===== config.mk =====
export PLATFORM = sky130hd
export DESIGN_NAME = ecu_capture_pair
export DESIGN_NICKNAME = d
export VERILOG_FILES = /design/src/hdl/ecu_pkg.sv /design/src/hdl/ecu_capture_pair.sv /design/src/hdl/ecu_fifo.sv
export SDC_FILE = /design/constraint.sdc
export NUM_CORES = 1
export LEC_CHECK = 0
export ABC_AREA = 1
export BUFFER_PORTS_ARGS = -buffer_cell sky130_fd_sc_hd__buf_4
export CAP_MARGIN = 10
export CORE_MARGIN = 10
export CORE_UTILIZATION = 40
export CTS_BUF_LIST = sky130_fd_sc_hd__clkbuf_2 sky130_fd_sc_hd__clkbuf_4 sky130_fd_sc_hd__clkbuf_8
export DETAILED_ROUTE_END_ITERATION = 8
export GPL_TIMING_DRIVEN = 0
export HOLD_SLACK_MARGIN = 0.06
export PLACE_DENSITY = 0.57
export SLEW_MARGIN = 0
export SYNTH_ARGS = -nofsm -noshare
export SYNTH_HDL_FRONTEND = slang
export SYNTH_HIERARCHICAL = 1
export SYNTH_SLANG_ARGS = --single-unit

===== constraint.sdc =====
create_clock -name sys_clk_in -period 8.66 [get_ports sys_clk_in]
set_input_delay 1.299 -clock sys_clk_in [delete_from_list [all_inputs] [get_ports sys_clk_in]]
set_output_delay 1.299 -clock sys_clk_in [all_outputs]
set_load 0.05 [all_outputs]

===== src/hdl/ecu_pkg.sv =====
// Purpose: Shared constants for the edge capture pair
// Assumes: APB with 32-bit data, registers in the low 16 bits
// Notes: Two units, odd (index 0) and even (index 1)
package ecu_pkg;
  // Register byte offsets within one unit, units 0x10 apart
  localparam logic [11:0] ECU_OFS_CTL1 = 12'h000;
  localparam logic [11:0] ECU_OFS_CTL2 = 12'h004;
  localparam logic [11:0] ECU_OFS_BUF = 12'h008;
  localparam logic [11:0] ECU_UNIT_STRIDE = 12'h010;
  localparam int ECU_UNITS = 2;
  localparam int ECU_DEPTH = 4;
  localparam int ECU_WIDTH = 16;

  // Primary control fields
  localparam int ECU_HALT_BIT = 13;
  localparam int ECU_TSEL_LSB = 10;
  localparam int ECU_ICI_LSB = 5;
  localparam int ECU_OVF_BIT = 4;
  localparam int ECU_BNE_BIT = 3;
  localparam int ECU_MODE_LSB = 0;
  localparam logic [15:0] ECU_CTL1_WMASK = 16'h3C67;
  localparam logic [15:0] ECU_CTL1_RESET = 16'h0000;

  // Secondary control fields
  localparam int ECU_CAS_BIT = 8;
  localparam int ECU_TRIG_BIT = 7;
  localparam int ECU_RUN_BIT = 6;
  localparam int ECU_SEL_LSB = 0;
  localparam logic [15:0] ECU_CTL2_WMASK = 16'h019F;
  localparam logic [15:0] ECU_CTL2_RESET = 16'h000D;

  // Capture modes
  localparam logic [2:0] ECU_M_OFF = 3'h0;
  localparam logic [2:0] ECU_M_EDGE = 3'h1;
  localparam logic [2:0] ECU_M_FALL = 3'h2;
  localparam logic [2:0] ECU_M_RISE = 3'h3;
  localparam logic [2:0] ECU_M_RISE4 = 3'h4;
  localparam logic [2:0] ECU_M_RISE16 = 3'h5;
  localparam logic [2:0] ECU_M_DIS = 3'h6;
  localparam logic [2:0] ECU_M_WAKE = 3'h7;

  // Time base codes
  localparam logic [2:0] ECU_T_TMR3 = 3'h0;
  localparam logic [2:0] ECU_T_TMR2 = 3'h1;
  localparam logic [2:0] ECU_T_TMR4 = 3'h2;
  localparam logic [2:0] ECU_T_TMR5 = 3'h3;
  localparam logic [2:0] ECU_T_TMR1 = 3'h4;
  localparam logic [2:0] ECU_T_SYS2 = 3'h7;

  // Prescale terminal counts and source code for off
  localparam logic [3:0] ECU_PRE4_LAST = 4'h3;
  localparam logic [3:0] ECU_PRE16_LAST = 4'hF;
  localparam logic [4:0] ECU_SRC_OFF = 5'h00;
  localparam logic [15:0] ECU_CNT_TOP = 16'hFFFF;
endpackage

===== src/hdl/ecu_capture_pair.sv =====
// Purpose: Odd/even pair of edge capture units with FIFOs, APB slave
// Assumes: All inputs synchronous to sys_clk_in; event inputs are pulses
// Notes: Unit 0 is the odd unit (low half), unit 1 the even unit
//
// Overview of operation
// - Timestamp selected pin edges, interrupt per selection
// - Mode field picks edge, prescale, wake, off
// - Divider interrupts every 1-4 captures, except edge mode
// - Time base select picks timers or sysclk/2
// - Not-empty bit shows waiting values, read-only
// - Buffer read pops one value, bit clears once FIFO empty
// - Trigger-select one means trigger, zero sync
// - Running bit set by event or software; holds counter
// - Source code zero off, others pick events
// - Capture needs run bit (trigger) or source on (sync); time base unchecked
// - Cascade bit in both units forms 32 bits
// - Even unit runs synchronised to odd unit
// - Odd unit's divider, trigger, mode govern pair
// - Cascaded sync pair held until source enabled
// - Low half odd buffer, high half even
// - Each FIFO holds four values
// - Counter counts up, wraps, pushed on capture
// - Sync resets counter, trigger waits, software trigger
// - Odd wrap increments even counter
//
// Chosen here: the address map and the APB interface to the registers.
`timescale 1ns/10ps
module ecu_capture_pair (
  input wire logic sys_clk_in,
  input wire logic reset_in,
  input wire logic psel_in,
  input wire logic penable_in,
  input wire logic pwrite_in,
  input wire logic [11:0] paddr_in,
  input wire logic [31:0] pwdata_in,
  output logic [31:0] prdata_out,
  output logic pready_out,
  output logic pslverr_out,
  input wire logic [ecu_pkg::ECU_UNITS-1:0] capture_input_pin_in,
  input wire logic [4:0] timer_tick_in,
  input wire logic [31:0] source_event_in,
  input wire logic [31:0] source_on_in,
  input wire logic sleep_in,
  input wire logic idle_in,
  output logic [ecu_pkg::ECU_UNITS-1:0] capture_irq_out
);
  import ecu_pkg::*;

  // Per-unit register state
  logic [15:0] ctl1_reg [0:ECU_UNITS-1];
  logic [15:0] ctl2_reg [0:ECU_UNITS-1];
  logic [ECU_UNITS-1:0] run_reg;
  logic [ECU_UNITS-1:0] ovf_reg;
  logic [15:0] cnt_reg [0:ECU_UNITS-1];
  logic [15:0] head_w [0:ECU_UNITS-1];
  logic [ECU_UNITS-1:0] full_w;
  logic [ECU_UNITS-1:0] empty_w;

  // Per-unit derived control
  logic [ECU_UNITS-1:0] own_tick;
  logic [ECU_UNITS-1:0] own_go;
  logic [ECU_UNITS-1:0] own_clr;
  logic [ECU_UNITS-1:0] own_cap;
  logic [ECU_UNITS-1:0] own_irq;
  logic [ECU_UNITS-1:0] src_evt;
  logic [ECU_UNITS-1:0] cnt_inc;
  logic [ECU_UNITS-1:0] cnt_clr;
  logic [ECU_UNITS-1:0] cap_evt;
  logic [ECU_UNITS-1:0] push;
  logic [ECU_UNITS-1:0] pop;
  logic [ECU_UNITS-1:0] pin_reg;
  logic [ECU_UNITS-1:0] irq_reg;
  logic half_reg;
  logic cascade;

  // APB decode
  logic setup;
  logic access;
  logic hit;
  logic unit_sel;
  logic [1:0] reg_idx;
  logic [31:0] prdata_reg;
  logic [31:0] rd_next;

  assign setup = psel_in && !penable_in;
  assign access = psel_in && penable_in;
  assign unit_sel = paddr_in[4];
  assign reg_idx = paddr_in[3:2];
  assign hit = (paddr_in[11:5] == 7'h00) && (paddr_in[1:0] == 2'h0) &&
               (reg_idx != 2'h3);
  assign pready_out = 1'b1;
  assign pslverr_out = access && !hit;
  assign prdata_out = prdata_reg;

  // Both units must agree before the pair acts as one
  assign cascade = ctl2_reg[0][ECU_CAS_BIT] &&
                   ctl2_reg[1][ECU_CAS_BIT];

  // System clock divided by two as an enable pulse
  always_ff @(posedge sys_clk_in or posedge reset_in) begin
    if (reset_in) begin
      half_reg <= 1'b0;
    end else begin
      half_reg <= !half_reg;
    end
  end

  // Pin history for edge detection
  always_ff @(posedge sys_clk_in or posedge reset_in) begin
    if (reset_in) begin
      pin_reg <= '0;
    end else begin
      pin_reg <= capture_input_pin_in;
    end
  end

  // Read data captured during setup, head word before the pop
  always_comb begin
    rd_next = 32'h0000_0000;
    if (hit) begin
      unique case (reg_idx)
        2'h0: begin
          rd_next[15:0] = ctl1_reg[unit_sel];
          rd_next[ECU_OVF_BIT] = ovf_reg[unit_sel];
          rd_next[ECU_BNE_BIT] = !empty_w[unit_sel];
        end
        2'h1: begin
          rd_next[15:0] = ctl2_reg[unit_sel];
          rd_next[ECU_RUN_BIT] = run_reg[unit_sel];
        end
        2'h2: begin
          rd_next[15:0] = head_w[unit_sel];
        end
        default: begin
          rd_next = 32'h0000_0000;
        end
      endcase
    end
  end

  always_ff @(posedge sys_clk_in or posedge reset_in) begin
    if (reset_in) begin
      prdata_reg <= 32'h0000_0000;
    end else if (setup) begin
      prdata_reg <= rd_next;
    end
  end

  genvar u;
  generate
    for (u = 0; u < ECU_UNITS; u++) begin : g_unit
      logic [2:0] mode;
      logic [2:0] tsel;
      logic [1:0] interrupt_divider;
      logic [4:0] sel;
      logic trig;
      logic halt;
      logic src_on;
      logic rise;
      logic fall;
      logic wr_ctl1;
      logic wr_ctl2;
      logic [3:0] pre_reg;
      logic [1:0] ici_reg;
      logic pre_hit;

      assign mode = ctl1_reg[u][ECU_MODE_LSB +: 3];
      assign tsel = ctl1_reg[u][ECU_TSEL_LSB +: 3];
      assign interrupt_divider = ctl1_reg[u][ECU_ICI_LSB +: 2];
      assign halt = ctl1_reg[u][ECU_HALT_BIT] && idle_in;
      assign sel = ctl2_reg[u][ECU_SEL_LSB +: 5];
      assign trig = ctl2_reg[u][ECU_TRIG_BIT];
      assign wr_ctl1 = access && pwrite_in && hit &&
                       (unit_sel == 1'(u)) && (reg_idx == 2'h0);
      assign wr_ctl2 = access && pwrite_in && hit &&
                       (unit_sel == 1'(u)) && (reg_idx == 2'h1);
      assign rise = capture_input_pin_in[u] && !pin_reg[u];
      assign fall = !capture_input_pin_in[u] && pin_reg[u];

      // Source decode, code zero selects nothing
      assign src_evt[u] = (sel != ECU_SRC_OFF) &&
                          source_event_in[sel];
      assign src_on = (sel == ECU_SRC_OFF) || source_on_in[sel];

      // Time base enable pulse
      always_comb begin
        unique case (tsel)
          ECU_T_TMR3: own_tick[u] = timer_tick_in[2];
          ECU_T_TMR2: own_tick[u] = timer_tick_in[1];
          ECU_T_TMR4: own_tick[u] = timer_tick_in[3];
          ECU_T_TMR5: own_tick[u] = timer_tick_in[4];
          ECU_T_TMR1: own_tick[u] = timer_tick_in[0];
          ECU_T_SYS2: own_tick[u] = half_reg;
          default: own_tick[u] = 1'b0;
        endcase
      end

      // Counter may run: free, synchronised, or triggered
      always_comb begin
        if (trig) begin
          own_go[u] = run_reg[u];
        end else if (sel != ECU_SRC_OFF) begin
          own_go[u] = src_on;
        end else begin
          own_go[u] = 1'b1;
        end
      end
      assign own_clr[u] = !own_go[u] ||
                          (!trig && src_evt[u]);

      // Running flag, hardware set wins over a software clear
      always_ff @(posedge sys_clk_in or posedge reset_in) begin
        if (reset_in) begin
          run_reg[u] <= 1'b0;
        end else if (trig && src_evt[u]) begin
          run_reg[u] <= 1'b1;
        end else if (wr_ctl2) begin
          run_reg[u] <= pwdata_in[ECU_RUN_BIT];
        end
      end

      // Control registers
      always_ff @(posedge sys_clk_in or posedge reset_in) begin
        if (reset_in) begin
          ctl1_reg[u] <= ECU_CTL1_RESET;
          ctl2_reg[u] <= ECU_CTL2_RESET;
        end else begin
          if (wr_ctl1) begin
            ctl1_reg[u] <= pwdata_in[15:0] & ECU_CTL1_WMASK;
          end
          if (wr_ctl2) begin
            ctl2_reg[u] <= pwdata_in[15:0] & ECU_CTL2_WMASK;
          end
        end
      end

      // Edge prescaler for every 4th and 16th rising edge
      assign pre_hit = (mode == ECU_M_RISE4) ?
                       (pre_reg == ECU_PRE4_LAST) :
                       (pre_reg == ECU_PRE16_LAST);
      always_ff @(posedge sys_clk_in or posedge reset_in) begin
        if (reset_in) begin
          pre_reg <= 4'h0;
        end else if (mode != ECU_M_RISE4 && mode != ECU_M_RISE16) begin
          pre_reg <= 4'h0;
        end else if (rise && own_go[u] && !halt) begin
          pre_reg <= pre_hit ? 4'h0 : pre_reg + 4'h1;
        end
      end

      // Own capture event from the mode field
      always_comb begin
        own_cap[u] = 1'b0;
        if (own_go[u] && !halt) begin
          unique case (mode)
            ECU_M_EDGE: own_cap[u] = rise || fall;
            ECU_M_FALL: own_cap[u] = fall;
            ECU_M_RISE: own_cap[u] = rise;
            ECU_M_RISE4: own_cap[u] = rise && pre_hit;
            ECU_M_RISE16: own_cap[u] = rise && pre_hit;
            default: own_cap[u] = 1'b0;
          endcase
        end
      end

      // Interrupt divider counts captures
      always_ff @(posedge sys_clk_in or posedge reset_in) begin
        if (reset_in) begin
          ici_reg <= 2'h0;
        end else if (mode == ECU_M_OFF) begin
          ici_reg <= 2'h0;
        end else if (own_cap[u]) begin
          ici_reg <= (ici_reg >= interrupt_divider) ? 2'h0 : ici_reg + 2'h1;
        end
      end
      always_comb begin
        if (mode == ECU_M_WAKE) begin
          own_irq[u] = rise && sleep_in;
        end else if (mode == ECU_M_EDGE) begin
          own_irq[u] = own_cap[u];
        end else begin
          own_irq[u] = own_cap[u] && (ici_reg >= interrupt_divider);
        end
      end

      // Overflow flag, a lost capture wins over the clear
      always_ff @(posedge sys_clk_in or posedge reset_in) begin
        if (reset_in) begin
          ovf_reg[u] <= 1'b0;
        end else if (cap_evt[u] && full_w[u] && !pop[u]) begin
          ovf_reg[u] <= 1'b1;
        end else if (pop[u] || mode == ECU_M_OFF) begin
          ovf_reg[u] <= 1'b0;
        end
      end

      // Free-running counter, cleared while held
      always_ff @(posedge sys_clk_in or posedge reset_in) begin
        if (reset_in) begin
          cnt_reg[u] <= 16'h0000;
        end else if (cnt_clr[u]) begin
          cnt_reg[u] <= 16'h0000;
        end else if (cnt_inc[u]) begin
          cnt_reg[u] <= cnt_reg[u] + 16'h0001;
        end
      end

      // A read of the buffer pops one value
      assign pop[u] = access && !pwrite_in && hit && !empty_w[u] &&
                      (unit_sel == 1'(u)) && (reg_idx == 2'h2);
      assign push[u] = cap_evt[u] && (!full_w[u] || pop[u]);

      ecu_fifo u_fifo (
        .sys_clk_in(sys_clk_in),
        .reset_in(reset_in),
        .push_in(push[u]),
        .pop_in(pop[u]),
        .data_in(cnt_reg[u]),
        .head_out(head_w[u]),
        .full_out(full_w[u]),
        .empty_out(empty_w[u])
      );
    end
  endgenerate

  // Odd unit always runs on its own settings
  assign cnt_clr[0] = own_clr[0];
  assign cnt_inc[0] = own_tick[0] && !(ctl1_reg[0][ECU_HALT_BIT] && idle_in);
  assign cap_evt[0] = own_cap[0];

  // Even unit follows the odd unit when cascaded
  assign cnt_clr[1] = cascade ? own_clr[0] : own_clr[1];
  assign cnt_inc[1] = cascade ?
                      (cnt_inc[0] && cnt_reg[0] == ECU_CNT_TOP) :
                      (own_tick[1] &&
                       !(ctl1_reg[1][ECU_HALT_BIT] && idle_in));
  assign cap_evt[1] = cascade ? own_cap[0] : own_cap[1];

  // Interrupt pulses, pair interrupt from the odd unit
  always_ff @(posedge sys_clk_in or posedge reset_in) begin
    if (reset_in) begin
      irq_reg <= '0;
    end else begin
      irq_reg[0] <= own_irq[0];
      irq_reg[1] <= cascade ? 1'b0 : own_irq[1];
    end
  end
  assign capture_irq_out = irq_reg;
endmodule


===== src/hdl/ecu_fifo.sv =====
// Purpose: Four-entry capture value FIFO
// Assumes: Caller blocks pop while empty, and push while full unless it pops in the same cycle
// Notes: Head word is visible without a pop
`timescale 1ns/10ps
module ecu_fifo (
  input wire logic sys_clk_in,
  input wire logic reset_in,
  input wire logic push_in,
  input wire logic pop_in,
  input wire logic [ecu_pkg::ECU_WIDTH-1:0] data_in,
  output logic [ecu_pkg::ECU_WIDTH-1:0] head_out,
  output logic full_out,
  output logic empty_out
);
  import ecu_pkg::*;

  logic [ECU_WIDTH-1:0] mem [0:ECU_DEPTH-1];
  logic [1:0] wptr_reg;
  logic [1:0] rptr_reg;
  logic [2:0] count_reg;

  // Storage write
  always_ff @(posedge sys_clk_in) begin
    if (push_in) begin
      mem[wptr_reg] <= data_in;
    end
  end

  // Pointers and fill level
  always_ff @(posedge sys_clk_in or posedge reset_in) begin
    if (reset_in) begin
      wptr_reg <= 2'h0;
      rptr_reg <= 2'h0;
      count_reg <= 3'h0;
    end else begin
      if (push_in) begin
        wptr_reg <= wptr_reg + 2'h1;
      end
      if (pop_in) begin
        rptr_reg <= rptr_reg + 2'h1;
      end
      if (push_in && !pop_in) begin
        count_reg <= count_reg + 3'h1;
      end else if (pop_in && !push_in) begin
        count_reg <= count_reg - 3'h1;
      end
    end
  end

  assign head_out = mem[rptr_reg];
  assign full_out = (count_reg == 3'(ECU_DEPTH));
  assign empty_out = (count_reg == 3'h0);
endmodule


==> flow_summary.yaml, run 1 <==
run_status:
  status: "finished, final reports clean"
place:
  dp_hpwl_um: 30100
  numPlacedInstances: 2174
  postPlaceCellArea_um2: 15400
  numPortBuffers: 120
  place.gp.congestion: 0.9037
clocking:
  cts.path.max_buffers: 3
  cts_root_buffer: "clkbuf_8"
  h-tree-depth: 2
  cts_tree: "yes"
  post_cts_resized: 0
  cts_made_buffers: 43
  clk_latency_ns: 0.57
  cts.sinks: 243
  ctsHoldBuffers: 0
  clk_pin_slew_ns: 0.06
  cts_setup_buffers: 0
grt:
  antenna_found_initial: 0
  grt_max_degree: 66
  grt_pass1_vias: 10994
  grt.total_usage_pct: 18.81
  grt_pass1_wl_um: 62090
  grt-ovfl-total: 0
timing:
  period_needed_ns: 4.595
  skew_ns: 0.03293
  setup_viol: 0
  max_freq_mhz: 217.6
  hold_slack_ns: 0.4326
  worstMarginPinSlew_ns: 1.025
  min_period_over_period_pct: 53.06
  report.final.slew_viol_count: 0
  rsz0062_at_grt: "no"
  finalSetupTns_ns: 0
  maxSlewHeadroom_pct: 31.12
  hold_violations: 0
power_and_ir_drop:
  internal_power_mw: 2.000
  p_switching_uw: 671.4
  max-vdd-ir-drop_mv: 0.09298
  clockPowerShare_pct: 41.1
  seqPwrFrac_pct: 50.2
  p_leak_nw: 7.342
  p_per_area_nw_per_um2: 163.8
  pwr-share-comb_pct: 8.7
  netSwitchingFraction_pct: 25.13
worst_setup_path:
  worstReg2RegEnd: "g_unit[1].u_fifo/mem[2][15]$_DFFE_PP_"
  cp-endpoint: "g_unit[0].u_fifo/mem[3][5]$_DFFE_PP_"
  required_ns: 8.84
  crit_start: "paddr_in[6]"
  worst-r2r-cell-count: 15
  r2r_slack_ns: 5.33
  startpoint_type: "primary input"
  critPathArrivalTime_ns: 4.78
  crit_type: "primary input to register"
  worst_setup_path_end_kind: "register"
  r2r-start: "ctl2_reg[16]$_DFFE_PP1P_"
  cp_max_fo: 16
floorplanning:
  die_area_um2: 42460
  core_um2: 34370
  fp-row-count: 68
  io_pins: 158
  die_x_um: 206.1
  initial_core_util_pct: 40.29
  die_h_um: 206.1
synthesis:
  synth_edf_count: 128
  synthArstFlopShare_pct: 47.33
  synthCells: 1583
  synth.area.top_cells: "edfxtp_1, dfrtp_1, nand2_1"
  avgSynthCellArea_um2: 8.748
  synth_top_area_share_pct: 27.76
  synth_flop_cell: "edfxtp_1"
  ys_warn_count: 6
  synth_top_area_cell: "edfxtp_1"
  ys_types: 54
  ys_seq_area_share_pct: 48.59
  syn_area_um2: 13850
  ys_ff_latch: 243
min_path:
  min_path_type: "register to register"
routing:
  via_count: 11265
  antenna_left: 0
  dr.pass1.iters: 5
  viasPerCell: 5.002
  post_drt_wl_per_cell_um: 17.96
  drt-total-wl_um: 40460
  drt_iter0_drc: 969
  drc: 0
cells_and_area:
  largest_reg_flops: 128
  nets: 1910
  drive_gt1_share_pct: 22.82
  fin_area_um2: 16310
  instances_no_fill: 2252
  area_delta_synth_final_pct: 17.77
  antenna_cells: 0
run:
  drv_cap: 0
[placed cells by master, fill, tap and decap left out, types with 14 or more instances in the layout]
cell type	n
dfrtp_1	109
buf_6	18
nand2_1	379
buf_4	142
conb_1	17
o211ai_2	46
xor2_1	23
clkbuf_8	55
nand3_1	99
nand4_1	21
buf_2	16
ha_1	22
nor3_1	23
nor2_2	14
nand2_2	58
a21oi_1	24
nor2_1	103
o211ai_1	33
o21ai_0	111
inv_1	230
edfxtp_1	128
[per-layer routing]
layer,vias to the layer above,GRT usage [%],wire length [um]
li1,5510,-,-
met1,5404,24.91,18150
met2,298,30.83,19040
met3,53,3.558,2444
met4,0,5.212,821
met5,-,0,0
[cell usage after synthesis, types with 3 or more instances]
library cell,number
o211ai_1,33
o211ai_2,46
o21bai_1,3
nor2_1,103
buf_2,16
ha_1,22
xnor2_1,3
clkbuf_1,13
nand2_1,379
buf_6,18
mux2i_1,3
nor2_2,14
edfxtp_1,128
o22ai_1,9
o21ai_0,111
nand3_1,99
dfstp_2,6
o31ai_1,3
inv_1,231
xor2_1,23
nand2_2,58
nor4_1,3
o211a_1,5
nor2_4,3
nor3_1,23
a21oi_1,24
inv_2,7
buf_12,9
nand4_1,21
dfrtp_1,109
buf_4,22
o21ai_1,4
[per-stage QoR]
step                      utilization, %  setup slack, ns  total power [mW]
after CTS                          47.45            4.156             2.701
after global routing               47.45            3.916             2.795
after floorplan                        -            4.724             1.490
after global placement             44.73            3.109             1.586
final                              47.45            4.065             2.671
after detailed placement           44.82            3.605             1.595
[cell families (layout without fill, tap and decap cells)]
| kind of cell | count (synthesis) | after routing | share of synthesized area (%) |
|---|---|---|---|
| AOI/OAI and AO/OA | 244 | 244 | 12.40 |
| xor gates and xnor gates | 28 | 28 | 1.879 |
| adders and majority gates | 24 | 24 | 2.277 |
| buffers and inverters | 324 | 523 | 11.75 |
| DFF | 243 | 243 | 48.59 |
| muxes | 3 | 3 | 0.2169 |
| other | 2 | 17 | 0.05423 |
| and+or+nand+nor | 715 | 715 | 22.84 |
[final cells by class]
type / instances / area (um2)
fillers: 3345 / 18060
flip-flops and latches: 243 / 6729
multi-input cells: 1031 / 5549
repair buffers: 121 / 928.4
inverters: 241 / 919.6
clock buffers: 68 / 854.6
plain buffers: 83 / 709.4
well taps: 455 / 569.3
clock inverters: 10 / 50.05
[worst min path at each step]
stage / from / to / slack (ns) / cells past startpoint
floorplan: half_reg$_DFF_PP0_ / half_reg$_DFF_PP0_ / 0.41 / 1
global placement: half_reg$_DFF_PP0_ / half_reg$_DFF_PP0_ / 0.43 / 1
detailed placement: half_reg$_DFF_PP0_ / half_reg$_DFF_PP0_ / 0.42 / 1
CTS: half_reg$_DFF_PP0_ / half_reg$_DFF_PP0_ / 0.43 / 1
global route: half_reg$_DFF_PP0_ / half_reg$_DFF_PP0_ / 0.46 / 1
finish: half_reg$_DFF_PP0_ / half_reg$_DFF_PP0_ / 0.43 / 1
[critical path, cell delays in order]
cell	delay (ns)
buf_4	0.11
nor2_1	0.09
nand2_1	0.05
nor4_1	0.64
nand2_1	0.34
inv_2	0.18
nand2_1	0.11
nor3_1	0.80
nor2_1	0.13
nor2_1	0.18
buf_2	0.20
nand2_1	0.06
inv_1	0.57
[power groups by stage]
stage	Clock, mW	Sequential (mW)	Combinational (mW)
finish	1.10	1.34	0.232
CTS	1.13	1.34	0.233
floorplan	0	1.33	0.155
global placement	0	1.36	0.227
global route	1.18	1.35	0.263
detailed placement	0	1.36	0.231
(Power assumes the default switching activity.)
==> run 2, diff against run 1 <==
- clock period: 8.66 -> 4.3 ns (I/O delays scaled with it)
==> run 2 against run 1 <==
Hold slack worse by 0.36 ns. Cell area unchanged. Count of clock-buffer cells in the layout did not move. Clock skew shrank 0.0014 ns. Total power rose by 100%. Sequential share of layout area did not move. Non-clock buffer count unchanged. Combinational power increased by 100%. Cell count unchanged. Critical endpoint is now g_unit[1].u_fifo/mem[2][15]$_DFFE_PP_. Largest power group unchanged.
==> flow_summary.yaml, run 2 (synthesis gave the netlist of run 1 again) <==
timing:
  period_needed_ns: 3.959
  hold_slack_ns: 0.07063
  maxSlewHeadroom_pct: 32.71
  hold_violations: 0
  rsz0062_at_grt: "no"
  max_freq_mhz: 252.6
  finalSetupTns_ns: 0
  min_period_over_period_pct: 92.08
  setup_viol: 0
  skew_ns: 0.03153
  report.final.slew_viol_count: 0
  worstMarginPinSlew_ns: 1.002
cells_and_area:
  area_delta_synth_final_pct: 17.77
  multi_input_area_um2: 5549
  antenna_cells: 0
  fin_area_um2: 16310
  largest_reg_flops: 128
  mostFrequentLayoutCells: "nand2_1, inv_1, buf_4, edfxtp_1, o21ai_0"
  fillCellCount: 3345
  utilization_pct: 47.45
  nets: 1910
  drive_gt1_share_pct: 22.82
  final-seq-area_um2: 6729
  final_common_cell: "nand2_1"
clocking:
  cts.sinks: 243
  clk_pin_slew_ns: 0.06
  post_cts_resized: 0
  cts_setup_buffers: 0
  cts_root_buffer: "clkbuf_8"
  cts_made_buffers: 43
  h-tree-depth: 2
  ctsHoldBuffers: 0
  cts_tree: "yes"
  cts.path.max_buffers: 3
  clk_latency_ns: 0.57
grt:
  grt_max_degree: 66
  grt.total_usage_pct: 18.81
  grt-ovfl-total: 0
  grt_pass1_wl_um: 62090
  antenna_found_initial: 0
  grt_pass1_vias: 10999
place:
  place.gp.congestion: 0.9037
  dp_hpwl_um: 30100
  numPortBuffers: 120
  postPlaceCellArea_um2: 15400
run_status:
  status: "finished, final reports clean"
routing:
  dr.pass1.iters: 5
  antenna_left: 0
  viasPerCell: 4.998
  drt-total-wl_um: 40410
  via_count: 11255
  drt_iter0_drc: 973
  drc: 0
  post_drt_wl_per_cell_um: 17.95
worst_setup_path:
  worst_setup_path_end_kind: "register"
  cp_max_fo: 16
  required_ns: 4.47
  crit_type: "primary input to register"
  critPathArrivalTime_ns: 4.12
  startpoint_type: "primary input"
floorplanning:
  die_area_um2: 42460
  die_x_um: 206.1
  io_pins: 158
  fp-row-count: 68
  initial_core_util_pct: 40.29
  die_h_um: 206.1
  core_um2: 34370
min_path:
  min_path_type: "primary input to async pin"
power_and_ir_drop:
  p_per_area_nw_per_um2: 329.7
  p_leak_nw: 7.342
  max-vdd-ir-drop_mv: 0.1875
  power_mw: 5.377
run:
  drv_cap: 0
-- run 2: worst paths after layout --
path	end	from	depth (start not counted)	slack, ns
worst max-delay path	g_unit[1].u_fifo/mem[2][15]$_DFFE_PP_	paddr_in[6]	13	0.34
worst min-delay path	g_unit[0].u_fifo/wptr_reg[1]$_DFFE_PP0P_	reset_in	2	0.07
worst max register to register	g_unit[1].u_fifo/mem[2][15]$_DFFE_PP_	ctl2_reg[16]$_DFFE_PP1P_	15	0.96
worst min register to register	half_reg$_DFF_PP0_	half_reg$_DFF_PP0_	1	0.43
max in group asynchronous	ctl2_reg[3]$_DFFE_PP1P_	reset_in	3	3.36
min in group sys_clk_in	pin_reg[0]$_DFF_PP0_	capture_input_pin_in[0]	1	0.21
-- run 2: power breakdown --
part / switching (mW) / internal, mW
combinational: 0.275 / 0.193
clock: 0.950 / 1.26
sequential: 0.124 / 2.58
total: 1.35 / 4.03
-- run 2: area by class of cell --
type | instances | share of cell area, %
multi-input combinational | 1031 | 34.02
inverter | 241 | 5.639
clock buffer | 68 | 5.240
tap | 455 | 3.491
clock inverter | 10 | 0.3069
sequential | 243 | 41.26
timing repair buffer | 121 | 5.692
buffer | 83 | 4.350
-- run 2: worst max-delay path, stage by stage --
cell and delay [ns]:
buf_4 0.11, nor2_1 0.09, nand2_1 0.05, nor4_1 0.67
nand2_1 0.34, inv_2 0.18, nand2_1 0.11, nor3_1 0.68
nor2_1 0.14, nor2_1 0.22, buf_2 0.21, nand2_1 0.06
inv_1 0.58
-- run 2: layer usage --
layer  up-vias  track usage (%)  routed length [um]
met3        55            3.558                2549
met4         0            5.421                 870
met5         -                0                   0
li1       5511                -                   -
met1      5379            24.96               18010
met2       310            30.69               18980
-- run 2: per-stage QoR --
step           instances  worst slack, ns
2_1_floorplan       1598            1.018
3_3_place_gp        2173          -0.5967
3_5_place_dp        2174          -0.1010
4_1_cts             2252           0.4501
5_1_grt             2252           0.2102
6_report            2252           0.3407
==> run 3, diff against run 2 <==
- CORE_UTILIZATION: 40 -> 61
- PLACE_DENSITY: 0.57 -> 0.82
==> run 3 against run 2 <==
Global-route usage rose by 6.6 points. Cell count fell by 7.8%. Hold slack barely moved. Die area fell by 31%. Register-to-register slack got worse by 0.06 ns. Critical path depth did not move. Via count rose by 3.4%. Sequential power barely moved. First-iteration DRC count rose by 7.6%. Clock power fell by 8%.
==> flow_summary.yaml, run 3 (synthesis gave the netlist of run 1 again) <==
routing:
  drc: 0
  via_count: 11635
  viasPerCell: 5.602
  post_drt_wl_per_cell_um: 17.99
  dr.pass1.iters: 6
  antenna_left: 0
  drt-total-wl_um: 37360
  drt_iter0_drc: 1047
floorplanning:
  die_area_um2: 29130
  core_um2: 22500
  initial_core_util_pct: 61.54
  die_h_um: 170.7
  fp-row-count: 55
  io_pins: 158
  die_x_um: 170.7
clocking:
  cts_made_buffers: 40
  post_cts_resized: 0
  cts.path.max_buffers: 3
  clk_pin_slew_ns: 0.06
  cts_tree: "yes"
  cts_setup_buffers: 0
  cts.sinks: 243
  cts_root_buffer: "clkbuf_8"
  ctsHoldBuffers: 0
  clk_latency_ns: 0.55
  h-tree-depth: 2
place:
  place.gp.congestion: 0.9287
  dp_hpwl_um: 27140
  numPortBuffers: 120
  postPlaceCellArea_um2: 15190
worst_setup_path:
  worst_setup_path_end_kind: "register"
  critPathArrivalTime_ns: 3.61
  cp_max_fo: 16
  crit_type: "primary input to register"
  startpoint_type: "primary input"
  required_ns: 4.48
timing:
  period_needed_ns: 3.429
  setup_viol: 0
  skew_ns: 0.01416
  maxSlewHeadroom_pct: 31.52
  max_freq_mhz: 291.7
  report.final.slew_viol_count: 0
  hold_slack_ns: 0.07018
  rsz0062_at_grt: "no"
  min_period_over_period_pct: 79.74
  hold_violations: 0
  worstMarginPinSlew_ns: 1.019
grt:
  grt_max_degree: 64
  antenna_found_initial: 0
  grt-ovfl-total: 0
  grt.total_usage_pct: 25.46
  grt_pass1_vias: 11354
  grt_pass1_wl_um: 58730
cells_and_area:
  final_common_cell: "nand2_1"
  drive_gt1_share_pct: 22.49
  fin_area_um2: 16010
  utilization_pct: 71.15
  largest_reg_flops: 128
  nets: 1907
  area_delta_synth_final_pct: 15.62
  fillCellCount: 1715
  mostFrequentLayoutCells: "nand2_1, inv_1, buf_4, edfxtp_1, o21ai_0"
  antenna_cells: 0
run:
  drv_cap: 0
power_and_ir_drop:
  p_leak_nw: 7.302
  max-vdd-ir-drop_mv: 0.2587
  p_per_area_nw_per_um2: 324.5
min_path:
  min_path_type: "primary input to async pin"
run_status:
  status: "finished, final reports clean"
## run 3: cell count changes in the layout (fill, tap and decap cells not counted)
cell,before,now
clkbuf_4,13,8
clkbuf_8,55,49
clkinv_1,4,6
clkinv_2,4,7
clkinvlp_4,2,1
inv_6,0,1
inv_8,0,1
## run 3: through the flow
stage	setup TNS [ns]	worst slack (ns)	instances	power, mW
floorplan	0	1.018	1598	3.001
global placement	-37.47	-0.3996	2003	3.169
detailed placement	0	0.4020	2004	3.195
CTS	0	0.9357	2077	5.220
global route	0	0.6701	2077	5.397
finish	0	0.8712	2077	5.196
## run 3: path summary, 6_finish.rpt
kind	from	to	slack (ns)	depth (start not counted)
worst max-delay path	paddr_in[6]	g_unit[1].u_fifo/mem[1][0]$_DFFE_PP_	0.87	13
worst min-delay path	reset_in	g_unit[0].u_fifo/count_reg[2]$_DFFE_PP0P_	0.07	2
worst max register to register	ctl2_reg[18]$_DFFE_PP1P_	g_unit[1].u_fifo/mem[1][0]$_DFFE_PP_	0.90	15
worst min register to register	half_reg$_DFF_PP0_	half_reg$_DFF_PP0_	0.47	1
max in group asynchronous	reset_in	ctl2_reg[3]$_DFFE_PP1P_	3.39	3
min in group sys_clk_in	capture_input_pin_in[1]	pin_reg[1]$_DFF_PP0_	0.22	1
## run 3: critical path, cell delays in order
cell     delay (ns)
buf_4          0.11
nor2_1         0.10
nand2_1        0.06
nor4_1         0.15
nand2_1        0.26
inv_2          0.15
nand2_1        0.10
nor3_1         0.79
nor2_1         0.12
nor2_1         0.24
buf_2          0.22
nand2_1        0.07
inv_1          0.59
## run 3: power breakdown
group / internal [mW] / switching, mW
Combinational: 0.193 / 0.271
Sequential: 2.58 / 0.123
Clock: 1.11 / 0.923
## run 3: layout make-up
cell class / count / area, um2 / share of cell area, %
Clock buffer: 57 / 734.5 / 4.587
Timing Repair Buffer: 121 / 928.4 / 5.798
Clock inverter: 16 / 85.08 / 0.5314
Multi-Input combinational cell: 1031 / 5549 / 34.66
Tap cell: 285 / 356.6 / 2.227
Sequential cell: 243 / 6729 / 42.03
Inverter: 241 / 919.6 / 5.744
Buffer: 83 / 709.4 / 4.431
## run 3: layer usage
| layer | track usage, % | part of all wire (%) |
|---|---|---|
| met1 | 31.94 | 40 |
| met5 | 0 | 0 |
| met3 | 5.484 | 9.4 |
| met2 | 42.24 | 47 |
| met4 | 9.764 | 3.5 |
